`src/cfg_chain_regs.svh`:
```
// constants for the write-once configuration chain
`ifndef CFG_CHAIN_REGS_SVH
`define CFG_CHAIN_REGS_SVH
`define CHAIN_ALLOC 367
`define CHAIN_USED 303
`define CHAIN_CNT_W 9
// register byte offsets
`define REG_CTRL 12'h000
`define REG_STATUS 12'h004
`define REG_CFG0 12'h008
`define REG_CFG1 12'h00c
`define REG_CFG2 12'h010
`define REG_CFG3 12'h014
`define REG_CFG4 12'h018
`define REG_ADDR_W 12
// field positions in the used chain, lsb first
`define F_IO32 0
`define F_SKEW 1
`define F_SKEW_DUP 2
`define F_VICTHR 3
`define F_SYSRATIO 15
`define F_RDVIC_INH 26
`define F_WW 34
`define F_RW 35
`define F_RR 41
`define F_WR 43
`define F_TAG_FALL 70
`define F_TAG_RISE 71
`define F_CACHE_PRESET 73
`define F_SYS_PRESET 79
`define F_SYS_DELAY 81
`define F_SYS_RISE 83
`define F_SYS_FALL 84
`define F_FR_CORE 199
`define F_FR_PROC 203
`define F_FR_FRAME 206
`define F_JITTER 213
`define F_FILL_DLY 215
`define F_DV_DLY 219
`define F_CCLK_DLY 223
`define F_SYS_FDBK 255
`define F_SYS_LOAD 263
`define F_SYS_BPH 279
`define F_FRAME 283
`define F_HIRATIO 52
`define F_PHASE_ALIGN 63
`define F_CACHE_PHDLY 64
`define F_LW_UPPER 68
`define F_WDATA_DLY 57
`define F_CACHE_RISE 66
`define F_CACHE_FALL 67
`endif

```
`src/cfg_chain_pkg.sv`:
```
// types for the write-once configuration chain
package cfg_chain_pkg;
    typedef enum logic [1:0] {LD_IDLE, LD_SHIFT, LD_DONE} load_e;
    typedef logic [31:0] word_t;
endpackage

```
`src/cache_sysport_config_chain.sv`:
```
// write-once configuration chain loaded from the serial config rom
// What this block does
// (RQ1) shift all 367 bits in msb first during reset; keep low 303
// (RQ2) field lsb sits first in chain; fields run from lsb end up
// (RQ3) duplicate copies must match originals; device may use either
// (RQ4) skew fill flag and copy set only at 1.5x cache ratio
// (RQ5) at most six data cache victims accumulate before streaming
// (RQ6) eight bit decoded victim threshold starts streamed writes
// (RQ7) one-hot system ratio: 1.5x, 2.0x, 2.5x, 3.0x
// (RQ8) inhibit bit stops ack counter increment on victim reads
// (RQ9) idle bubbles: ww and rr one bit, rw six bits, wr four bits
// (RQ10) high ratio bit set for cache ratios 4.0x through 8.0x
// (RQ11) late write upper flag when count over 3, or 3 and proc over 1
// (RQ12) phase align bit starts transactions on first phase rise
// (RQ13) cache clock phase delay codes give 0,0,1,2 phases
// (RQ14) two bit system delay gives 0 to 2 phases before outputs
// (RQ15) two bit presets seed unload pointers for system and cache
// (RQ16) rise and fall forwarded clock enables must be loaded set
// (RQ17) separate bits pick tag update on fall or rise edge
// (RQ18) forwarded clock reset delayed by core, proc and frame counts
// (RQ19) jitter bit adds a core cycle to the write path
// (RQ20) fill commands held a four bit number of core cycles
// (RQ21) data valid delayed by two bit count of cache clocks
// (RQ22) cache clock delayable 0 to 3 core cycles by two bit field
// (RQ23) clock generator vectors: feedback 8, load 16, phase 4, frame 5
// (RQ24) field sets write data delay in cache clocks
// (RQ25) fields frozen after load until next hardware reset
// (RQ26) one bit per loader clock; fields valid after final bit
//
// Implementation choices: the AHB-Lite interface to the registers and the placing of the registers.
`timescale 1ns/1ps
`include "cfg_chain_regs.svh"
module cache_sysport_config_chain (
    // clock and reset
    input wire logic clk,
    input wire logic rst_b,
    // serial config rom stream
    input wire logic loadStart,
    input wire logic romBitValid,
    input wire logic romBit,
    output logic romReady,
    output logic chainOut,
    output logic loadDone,
    // decoded controls
    output logic skew_fill_flag,
    output logic [7:0] victim_stream_threshold,
    output logic [3:0] sys_ratio_onehot,
    output logic victim_read_ack_inhibit,
    output logic ext_cache_ww_gap,
    output logic [5:0] ext_cache_rw_gap,
    output logic ext_cache_rr_gap,
    output logic [3:0] ext_cache_wr_gap,
    output logic late_write_upper_flag,
    output logic [1:0] sys_fwd_phase_delay,
    output logic [1:0] sys_unload_ptr_preset,
    output logic [1:0] cache_unload_ptr_preset,
    output logic sys_fwd_rise_enable,
    output logic sys_fwd_fall_enable,
    output logic [3:0] fwdrst_core_delay,
    output logic [2:0] fwdrst_proc_delay,
    output logic [1:0] fwdrst_frame_delay,
    output logic write_path_extra_cycle,
    output logic [3:0] fill_cmd_delay,
    output logic [1:0] data_valid_delay,
    output logic [1:0] ext_cache_clock_cycle_delay,
    output logic [7:0] sys_shift_feedback_points,
    output logic [15:0] sys_shift_load_vector,
    output logic [3:0] sys_second_phase_enables,
    output logic [4:0] frame_ratio_vector,
    // AHB-Lite slave
    input wire logic hsel,
    input wire logic [31:0] haddr,
    input wire logic [1:0] htrans,
    input wire logic hwrite,
    input wire logic [2:0] hsize,
    input wire logic hready,
    input wire cfg_chain_pkg::word_t hwdata,
    output cfg_chain_pkg::word_t hrdata,
    output logic hreadyout,
    output logic hresp
);
    import cfg_chain_pkg::*;

    logic [`CHAIN_ALLOC-1:0] chain_ff;
    logic [`CHAIN_CNT_W-1:0] count_ff;
    load_e state_ff;
    logic shiftEn;
    logic [`CHAIN_USED-1:0] used;
    logic [`CHAIN_ALLOC-1:0] nxt_chain;

    // a bit is accepted only while shifting; one per clock at most
    assign shiftEn = (state_ff == LD_SHIFT) && romBitValid; // RQ26
    assign used = chain_ff[`CHAIN_USED-1:0];
    // msb first from rom: each new bit enters position 0 and moves up,
    // so the last bit sent ends as the chain lsb; the first 64 bits
    // sent are surplus and pass out of the top of the used part
    assign nxt_chain = {chain_ff[`CHAIN_ALLOC-2:0], romBit}; // RQ1 RQ2

    // loader state machine
    always_ff @(posedge clk or negedge rst_b) begin
        if (!rst_b) begin
            state_ff <= LD_IDLE;
        end else begin
            case (state_ff)
                LD_IDLE: begin
                    if (loadStart) begin
                        state_ff <= LD_SHIFT;
                    end
                end
                LD_SHIFT: begin
                    if (shiftEn &&
                        count_ff == 9'(`CHAIN_ALLOC - 1)) begin
                        state_ff <= LD_DONE; // RQ1
                    end
                end
                LD_DONE: state_ff <= LD_DONE; // RQ25
                default: state_ff <= LD_IDLE;
            endcase
        end
    end

    // bit counter
    always_ff @(posedge clk or negedge rst_b) begin
        if (!rst_b) begin
            count_ff <= 9'h000;
        end else if (shiftEn) begin
            count_ff <= count_ff + 9'h001; // RQ26
        end
    end

    // chain storage, frozen once loaded
    always_ff @(posedge clk or negedge rst_b) begin
        if (!rst_b) begin
            chain_ff <= '0;
        end else if (shiftEn) begin
            chain_ff <= nxt_chain; // RQ25 RQ26
        end
    end

    // handshake and shift-out
    always_ff @(posedge clk or negedge rst_b) begin
        if (!rst_b) begin
            romReady <= 1'b0;
            chainOut <= 1'b0;
            loadDone <= 1'b0;
        end else begin
            romReady <= (state_ff == LD_IDLE && loadStart) ||
                        (state_ff == LD_SHIFT && !(shiftEn &&
                         count_ff == 9'(`CHAIN_ALLOC - 1)));
            if (shiftEn) begin
                // bit leaving the far end of the used part
                chainOut <= chain_ff[`CHAIN_USED-1]; // RQ1
            end
            loadDone <= (state_ff == LD_SHIFT && shiftEn &&
                         count_ff == 9'(`CHAIN_ALLOC - 1)) ||
                        (state_ff == LD_DONE); // RQ26
        end
    end

    // decoded fields: zero until the final bit, then held
    // registering them costs a cycle but keeps outputs glitch free
    // nothing but the loader reaches these flops after reset

    // bus format and victim handling
    always_ff @(posedge clk or negedge rst_b) begin
        if (!rst_b) begin
            skew_fill_flag <= 1'b0;
            victim_stream_threshold <= 8'h00;
            sys_ratio_onehot <= 4'h0;
            victim_read_ack_inhibit <= 1'b0;
        end else if (state_ff == LD_DONE) begin
            // original copy used; the duplicate must agree with it
            skew_fill_flag <= used[`F_SKEW]; // RQ3 RQ4
            victim_stream_threshold <=
                used[`F_VICTHR +: 8]; // RQ5 RQ6
            sys_ratio_onehot <= used[`F_SYSRATIO +: 4]; // RQ7
            victim_read_ack_inhibit <= used[`F_RDVIC_INH]; // RQ8
        end
    end

    // external cache bubbles and late write flag
    always_ff @(posedge clk or negedge rst_b) begin
        if (!rst_b) begin
            ext_cache_ww_gap <= 1'b0;
            ext_cache_rw_gap <= 6'h00;
            ext_cache_rr_gap <= 1'b0;
            ext_cache_wr_gap <= 4'h0;
            late_write_upper_flag <= 1'b0;
        end else if (state_ff == LD_DONE) begin
            ext_cache_ww_gap <= used[`F_WW]; // RQ9
            ext_cache_rw_gap <= used[`F_RW +: 6]; // RQ9
            ext_cache_rr_gap <= used[`F_RR]; // RQ9
            ext_cache_wr_gap <= used[`F_WR +: 4]; // RQ9
            late_write_upper_flag <= used[`F_LW_UPPER]; // RQ11
        end
    end

    // forwarded system clock delay, edges and unload pointers
    always_ff @(posedge clk or negedge rst_b) begin
        if (!rst_b) begin
            sys_fwd_phase_delay <= 2'h0;
            sys_unload_ptr_preset <= 2'h0;
            cache_unload_ptr_preset <= 2'h0;
            sys_fwd_rise_enable <= 1'b0;
            sys_fwd_fall_enable <= 1'b0;
        end else if (state_ff == LD_DONE) begin
            sys_fwd_phase_delay <= used[`F_SYS_DELAY +: 2]; // RQ14
            sys_unload_ptr_preset <= used[`F_SYS_PRESET +: 2]; // RQ15
            cache_unload_ptr_preset <=
                used[`F_CACHE_PRESET +: 2]; // RQ15
            sys_fwd_rise_enable <= used[`F_SYS_RISE]; // RQ16
            sys_fwd_fall_enable <= used[`F_SYS_FALL]; // RQ16
        end
    end

    // forwarded clock reset delays
    always_ff @(posedge clk or negedge rst_b) begin
        if (!rst_b) begin
            fwdrst_core_delay <= 4'h0;
            fwdrst_proc_delay <= 3'h0;
            fwdrst_frame_delay <= 2'h0;
        end else if (state_ff == LD_DONE) begin
            fwdrst_core_delay <= used[`F_FR_CORE +: 4]; // RQ18
            fwdrst_proc_delay <= used[`F_FR_PROC +: 3]; // RQ18
            fwdrst_frame_delay <= used[`F_FR_FRAME +: 2]; // RQ18
        end
    end

    // system port and cache clock delays
    always_ff @(posedge clk or negedge rst_b) begin
        if (!rst_b) begin
            write_path_extra_cycle <= 1'b0;
            fill_cmd_delay <= 4'h0;
            data_valid_delay <= 2'h0;
            ext_cache_clock_cycle_delay <= 2'h0;
        end else if (state_ff == LD_DONE) begin
            write_path_extra_cycle <= used[`F_JITTER]; // RQ19
            fill_cmd_delay <= used[`F_FILL_DLY +: 4]; // RQ20
            data_valid_delay <= used[`F_DV_DLY +: 2]; // RQ21
            ext_cache_clock_cycle_delay <=
                used[`F_CCLK_DLY +: 2]; // RQ22
        end
    end

    // forwarded clock generator vectors
    always_ff @(posedge clk or negedge rst_b) begin
        if (!rst_b) begin
            sys_shift_feedback_points <= 8'h00;
            sys_shift_load_vector <= 16'h0000;
            sys_second_phase_enables <= 4'h0;
            frame_ratio_vector <= 5'h00;
        end else if (state_ff == LD_DONE) begin
            sys_shift_feedback_points <= used[`F_SYS_FDBK +: 8]; // RQ23
            sys_shift_load_vector <= used[`F_SYS_LOAD +: 16]; // RQ23
            sys_second_phase_enables <= used[`F_SYS_BPH +: 4]; // RQ23
            frame_ratio_vector <= used[`F_FRAME +: 5]; // RQ23
        end
    end

    // cache-side fields shown only through the CFG3 and CFG4 registers;
    // held in flops of their own so a read during the load shows zero
    logic [31:0] cacheWord;
    logic [2:0] phaseCount;
    logic [2:0] cachePhase_ff;
    logic hiRatio_ff;
    logic phaseAlign_ff;
    logic tagFall_ff;
    logic tagRise_ff;
    logic cacheRise_ff;
    logic cacheFall_ff;
    logic wdataDly_ff;
    logic io32_ff;
    always_comb begin
        // code 0 and 1 both mean no phase delay
        case (used[`F_CACHE_PHDLY +: 2])
            2'h2: phaseCount = 3'h1; // RQ13
            2'h3: phaseCount = 3'h2; // RQ13
            default: phaseCount = 3'h0; // RQ13
        endcase
    end

    // cache-side flops, loaded together with the decoded outputs
    always_ff @(posedge clk or negedge rst_b) begin
        if (!rst_b) begin
            cachePhase_ff <= 3'h0;
            hiRatio_ff <= 1'b0;
            phaseAlign_ff <= 1'b0;
            tagFall_ff <= 1'b0;
            tagRise_ff <= 1'b0;
            cacheRise_ff <= 1'b0;
            cacheFall_ff <= 1'b0;
            wdataDly_ff <= 1'b0;
            io32_ff <= 1'b0;
        end else if (state_ff == LD_DONE) begin
            cachePhase_ff <= phaseCount; // RQ13
            hiRatio_ff <= used[`F_HIRATIO]; // RQ10
            phaseAlign_ff <= used[`F_PHASE_ALIGN]; // RQ12
            tagFall_ff <= used[`F_TAG_FALL]; // RQ17
            tagRise_ff <= used[`F_TAG_RISE]; // RQ17
            cacheRise_ff <= used[`F_CACHE_RISE]; // RQ16
            cacheFall_ff <= used[`F_CACHE_FALL]; // RQ16
            wdataDly_ff <= used[`F_WDATA_DLY]; // RQ24
            io32_ff <= used[`F_IO32]; // RQ2
        end
    end
    assign cacheWord = {22'h000000, cachePhase_ff, hiRatio_ff,
        phaseAlign_ff, tagFall_ff, tagRise_ff, // RQ10 RQ12 RQ17
        cacheRise_ff, cacheFall_ff, wdataDly_ff}; // RQ16 RQ24

    // AHB-Lite: zero wait state, always OKAY; registers are read only
    // a read is decoded in its address phase so that the word already
    // stands on hrdata through the data phase that follows
    logic readReq;
    assign readReq = hready && hsel && htrans[1] && !hwrite;

    // read mux; writes are accepted and ignored since fields are
    // write-once from the rom only
    word_t rdMux;
    always_comb begin
        case (haddr[`REG_ADDR_W-1:0])
            `REG_CTRL: begin
                rdMux = {23'h000000, count_ff};
            end
            `REG_STATUS: begin
                rdMux = {29'h00000000, loadDone,
                         state_ff == LD_SHIFT, romReady};
            end
            `REG_CFG0: begin
                rdMux = {victim_stream_threshold,
                    sys_ratio_onehot, ext_cache_rw_gap, ext_cache_wr_gap,
                    ext_cache_ww_gap, ext_cache_rr_gap,
                    victim_read_ack_inhibit, skew_fill_flag,
                    late_write_upper_flag, write_path_extra_cycle,
                    fill_cmd_delay};
            end
            `REG_CFG1: begin
                rdMux = {sys_shift_load_vector,
                    sys_shift_feedback_points, sys_second_phase_enables,
                    data_valid_delay, ext_cache_clock_cycle_delay};
            end
            `REG_CFG2: begin
                rdMux = {10'h000, frame_ratio_vector,
                    fwdrst_core_delay, fwdrst_proc_delay,
                    fwdrst_frame_delay, sys_fwd_phase_delay,
                    sys_unload_ptr_preset, cache_unload_ptr_preset,
                    sys_fwd_rise_enable, sys_fwd_fall_enable};
            end
            `REG_CFG3: begin
                rdMux = cacheWord;
            end
            `REG_CFG4: begin
                rdMux = {31'h00000000, io32_ff};
            end
            default: begin
                rdMux = 32'h00000000;
            end
        endcase
    end

    // read data launched at the end of the address phase; it holds
    // between reads, which costs nothing and avoids needless toggling
    always_ff @(posedge clk or negedge rst_b) begin
        if (!rst_b) begin
            hrdata <= 32'h00000000;
        end else if (readReq) begin
            hrdata <= rdMux;
        end
    end

    // never stalls and never errors
    always_ff @(posedge clk or negedge rst_b) begin
        if (!rst_b) begin
            hreadyout <= 1'b1;
            hresp <= 1'b0;
        end else begin
            hreadyout <= 1'b1;
            hresp <= 1'b0;
        end
    end
endmodule

```
`config.mk`:
```
export PLATFORM = sky130hd
export DESIGN_NAME = cache_sysport_config_chain
export DESIGN_NICKNAME = d
export VERILOG_FILES = /design/src/cfg_chain_pkg.sv /design/src/cache_sysport_config_chain.sv
export VERILOG_INCLUDE_DIRS = /design/src /design/src/src
export SDC_FILE = /design/constraint.sdc
export NUM_CORES = 1
export LEC_CHECK = 0
export ABC_CLOCK_PERIOD_IN_PS = 2050
export BUFFER_PORTS_ARGS = -buffer_cell sky130_fd_sc_hd__buf_2
export CAP_MARGIN = 20
export CORE_MARGIN = 1.5
export CORE_UTILIZATION = 58
export CTS_CLUSTER_DIAMETER = 120
export CTS_CLUSTER_SIZE = 14
export DETAILED_ROUTE_END_ITERATION = 6
export MAX_ROUTING_LAYER = met4
export PLACE_DENSITY = 0.82
export SETUP_SLACK_MARGIN = 0.4
export SYNTH_ARGS = -nofsm -noshare
export SYNTH_HDL_FRONTEND = slang
export SYNTH_SLANG_ARGS = --single-unit
```
`constraint.sdc`:
```
create_clock -name clk -period 2.05 [get_ports clk]
set_input_delay 0.3075 -clock clk [delete_from_list [all_inputs] [get_ports clk]]
set_output_delay 0.3075 -clock clk [all_outputs]
set_load 0.01 [all_outputs]
```
==> metrics.cfg <==
[die]
pin_count=200
initial_core_util_pct=59.0
core_mm2=0.0296
die-area_mm2=0.0312
die_height_um=177
rows=63
die_x_um=177

[global_routing]
grt.overflow.total=0
grt.total_usage_pct=26.0
grt_max_degree=84
antenna_found_initial=0
grt_pass1_vias=12300
grt_pass1_wl_um=62800

[yosys]
synth_area_mm2=0.0175
synthDistinctLibCells=42
avgSynthCellArea_um2=9.99
seq_area_frac_synth_pct=63.6
synth_warnings=0
ys_ff_latch=445
syn_nets=1834
syn_inst=1751

[worst_hold_path]
hp-class=input pin to register

[clock_tree]
cts_sinks=445
numCtsBuffers=37
cts-root-buf=clkbuf_16
cts_buffer_depth=3
worstSkewPairLatency_ns=0.53
clk_pin_slew_ns=0.06
cts_tree=yes
htree_levels=2

[sta]
tightest_slew_ns=0.505
finClkSkew_ns=0.0167
period_share_pct=78.7
drv_slew=0
fmax_ghz=0.620
finalHoldViolations=0
period_minus_slack_ns=1.61
rsz0062_at_grt=true
fin_setup_tns_ns=0
max-slew-margin-rel_pct=65.9
finalSetupViolCount=0

[run]
maxCapViolCount=0

[drt]
num_vias=12700
wirelength_um=41200
via_per_inst=5.55
drtIter0Drc=1115
routedWlPerCell_um=18.1
drcViolationCount=0
first_pass_iters=5
postRouteAntennaNets=0

[power_and_ir_drop]
max-vdd-ir-drop_mv=0.593
power_density_mw_per_mm2=925
clkPwrFrac_pct=33.2
switching_share_pct=28.0
power_uw=18800
p_int_uw=13500
pwr-share-comb_pct=17.6
power_frac_seq_pct=49.2
p_sw_uw=5240
leakagePower_uw=0.0114

[setup_path]
path_max_fanout=39
start_kind=register
criticalPathCategory=register to register
cp.arrival_ns=2.03
endpoint_kind=register
cp.required_ns=2.47

[cells_and_area]
stdcell_count=2282
syn_to_final_growth_pct=15.9
multi_input_area_mm2=0.00602
regArea_mm2=0.0111
nNetsFinal=1972
final_core_util_pct=68.4
final_cell_mix=950 x nand2_1, 443 x dfrtp_1, 140 x buf_2
fill_cells=2095
final_common_cell=nand2_1
drive_gt1_share_pct=19.7

[run_status]
status=complete, no violations

[placed_design]
io_buffer_count=141
gp_congestion=0.798
hpwl_um=24400
dp.cells=2227

-- state kept, by name (all words and copies together), names as in the netlist, 3 cells and up --
| register | flops |
|---|---|
| chain_ff | 303 |
| count_ff | 9 |
| ext_cache_rw_gap | 6 |
| ext_cache_wr_gap | 4 |
| fill_cmd_delay | 4 |
| frame_ratio_vector | 5 |
| fwdrst_core_delay | 4 |
| fwdrst_proc_delay | 3 |
| hrdata | 32 |
| sys_ratio_onehot | 4 |
| sys_second_phase_enables | 4 |
| sys_shift_feedback_points | 8 |
| sys_shift_load_vector | 16 |
| victim_stream_threshold | 8 |
-- per-layer routing --
metal / routed length, um / vias to the layer above / track usage (%)
met1: 16900 / 6330 / 34.1
met4: 1290 / 0 / 8.86
li1: - / 5785 / -
met5: 0 / - / -
met2: 19900 / 465 / 41.2
met3: 3090 / 89 / 4.83
-- power by group through the flow --
stage	combinational, uW	clock [uW]	sequential (uW)
finish	3310	6230	9220
global route	3520	6610	9240
CTS	2810	6310	9200
detailed placement	2750	0	9360
global placement	2700	0	9340
floorplan	1740	0	9320
-- worst paths after layout --
| kind | from | to | slack [ns] | cells past startpoint |
|---|---|---|---|---|
| max | state_ff[0] | ext_cache_ww_gap | 0.44 | 4 |
| min | romBit | chain_ff[0] | 0.01 | 3 |
| max reg2reg | state_ff[0] | ext_cache_ww_gap | 0.44 | 4 |
| min reg2reg | chain_ff[297] | chain_ff[298] | 0.46 | 2 |
| max in group asynchronous | rst_b | count_ff[1] | 0.98 | 3 |
| min in group asynchronous | rst_b | chain_ff[302] | 0.31 | 2 |
-- final cells by class --
type / instances / share of cell area, %
Clock inverter: 4 / 0.228
Timing Repair Buffer: 194 / 8.02
Multi-Input combinational cell: 1201 / 29.7
Sequential cell: 445 / 54.9
Tap cell: 390 / 2.41
Clock buffer: 37 / 4.57
Antenna cell: 1 / 0.0123
Inverter: 10 / 0.185
-- Yosys cell counts, drive strengths merged --
cell    count  area, um2
or2         1       6.26
xnor2       6       52.6
nand3      10       50.1
clkbuf     75        283
nor4        5       82.6
o221ai      7       61.3
mux2      117       1320
nand3b      1       7.51
o211ai      1       7.51
and2        1       6.26
buf        20       96.3
nor3        1       5.00
or4         2       18.8
conb        2       7.51
nand2     952       3580
nor2        3       11.3
dfrtp     445      11100
nand2b      3       18.8
ha          6       75.1
or3         1       6.26
a21oi       1       5.00
and4        1       8.76
xor2        2       17.5
and3        2       12.5
mux2i      18        180
o21ai      30        150
inv        10       37.5
o41ai       2       17.5
or4bb       1       11.3
a32oi      13        114
a22oi       8       60.1
nand4       1       6.26
mux4        2       45.0
nand4b      1       8.76
-- cell families after synthesis --
kind of cell,after synthesis,synth area share [%]
and+or+nand+nor,986,21.9
AOI/OAI and AO/OA,62,2.37
xor gates and xnor gates,8,0.400
DFF,445,63.6
adders and majority gates,6,0.429
buffers and inverters,105,2.38
other,2,0.0429
muxes,137,8.82
-- critical path, cell delays in order, from the launching register on --
cell     delay, ns
dfrtp_1       0.42
inv_1         0.17
ha_4          0.24
buf_12        0.27
mux2_2        0.38
-- through the flow --
step                cell area (um2)  hold slack, ns  setup slack [ns]
floorplan                     17500          0.0119             0.401
global placement              18900           0.264             0.145
detailed placement            18900           0.268            0.0815
CTS                           20000         0.00132             0.355
global route                  20300          0.0244             0.380
finish                        20300          0.0143             0.436
-- repair_timing --
action / 4_1_cts / 5_1_grt
cloned: 0 / 8
hold endpoints to repair: 39 / 0
buffers inserted: 0 / 4
resized for setup: 7 / 18
pin swaps: 1 / 1
endpoints found under the setup margin: 265 / 307
hold buffers: 1 / 0
(Power assumes the default switching activity.)
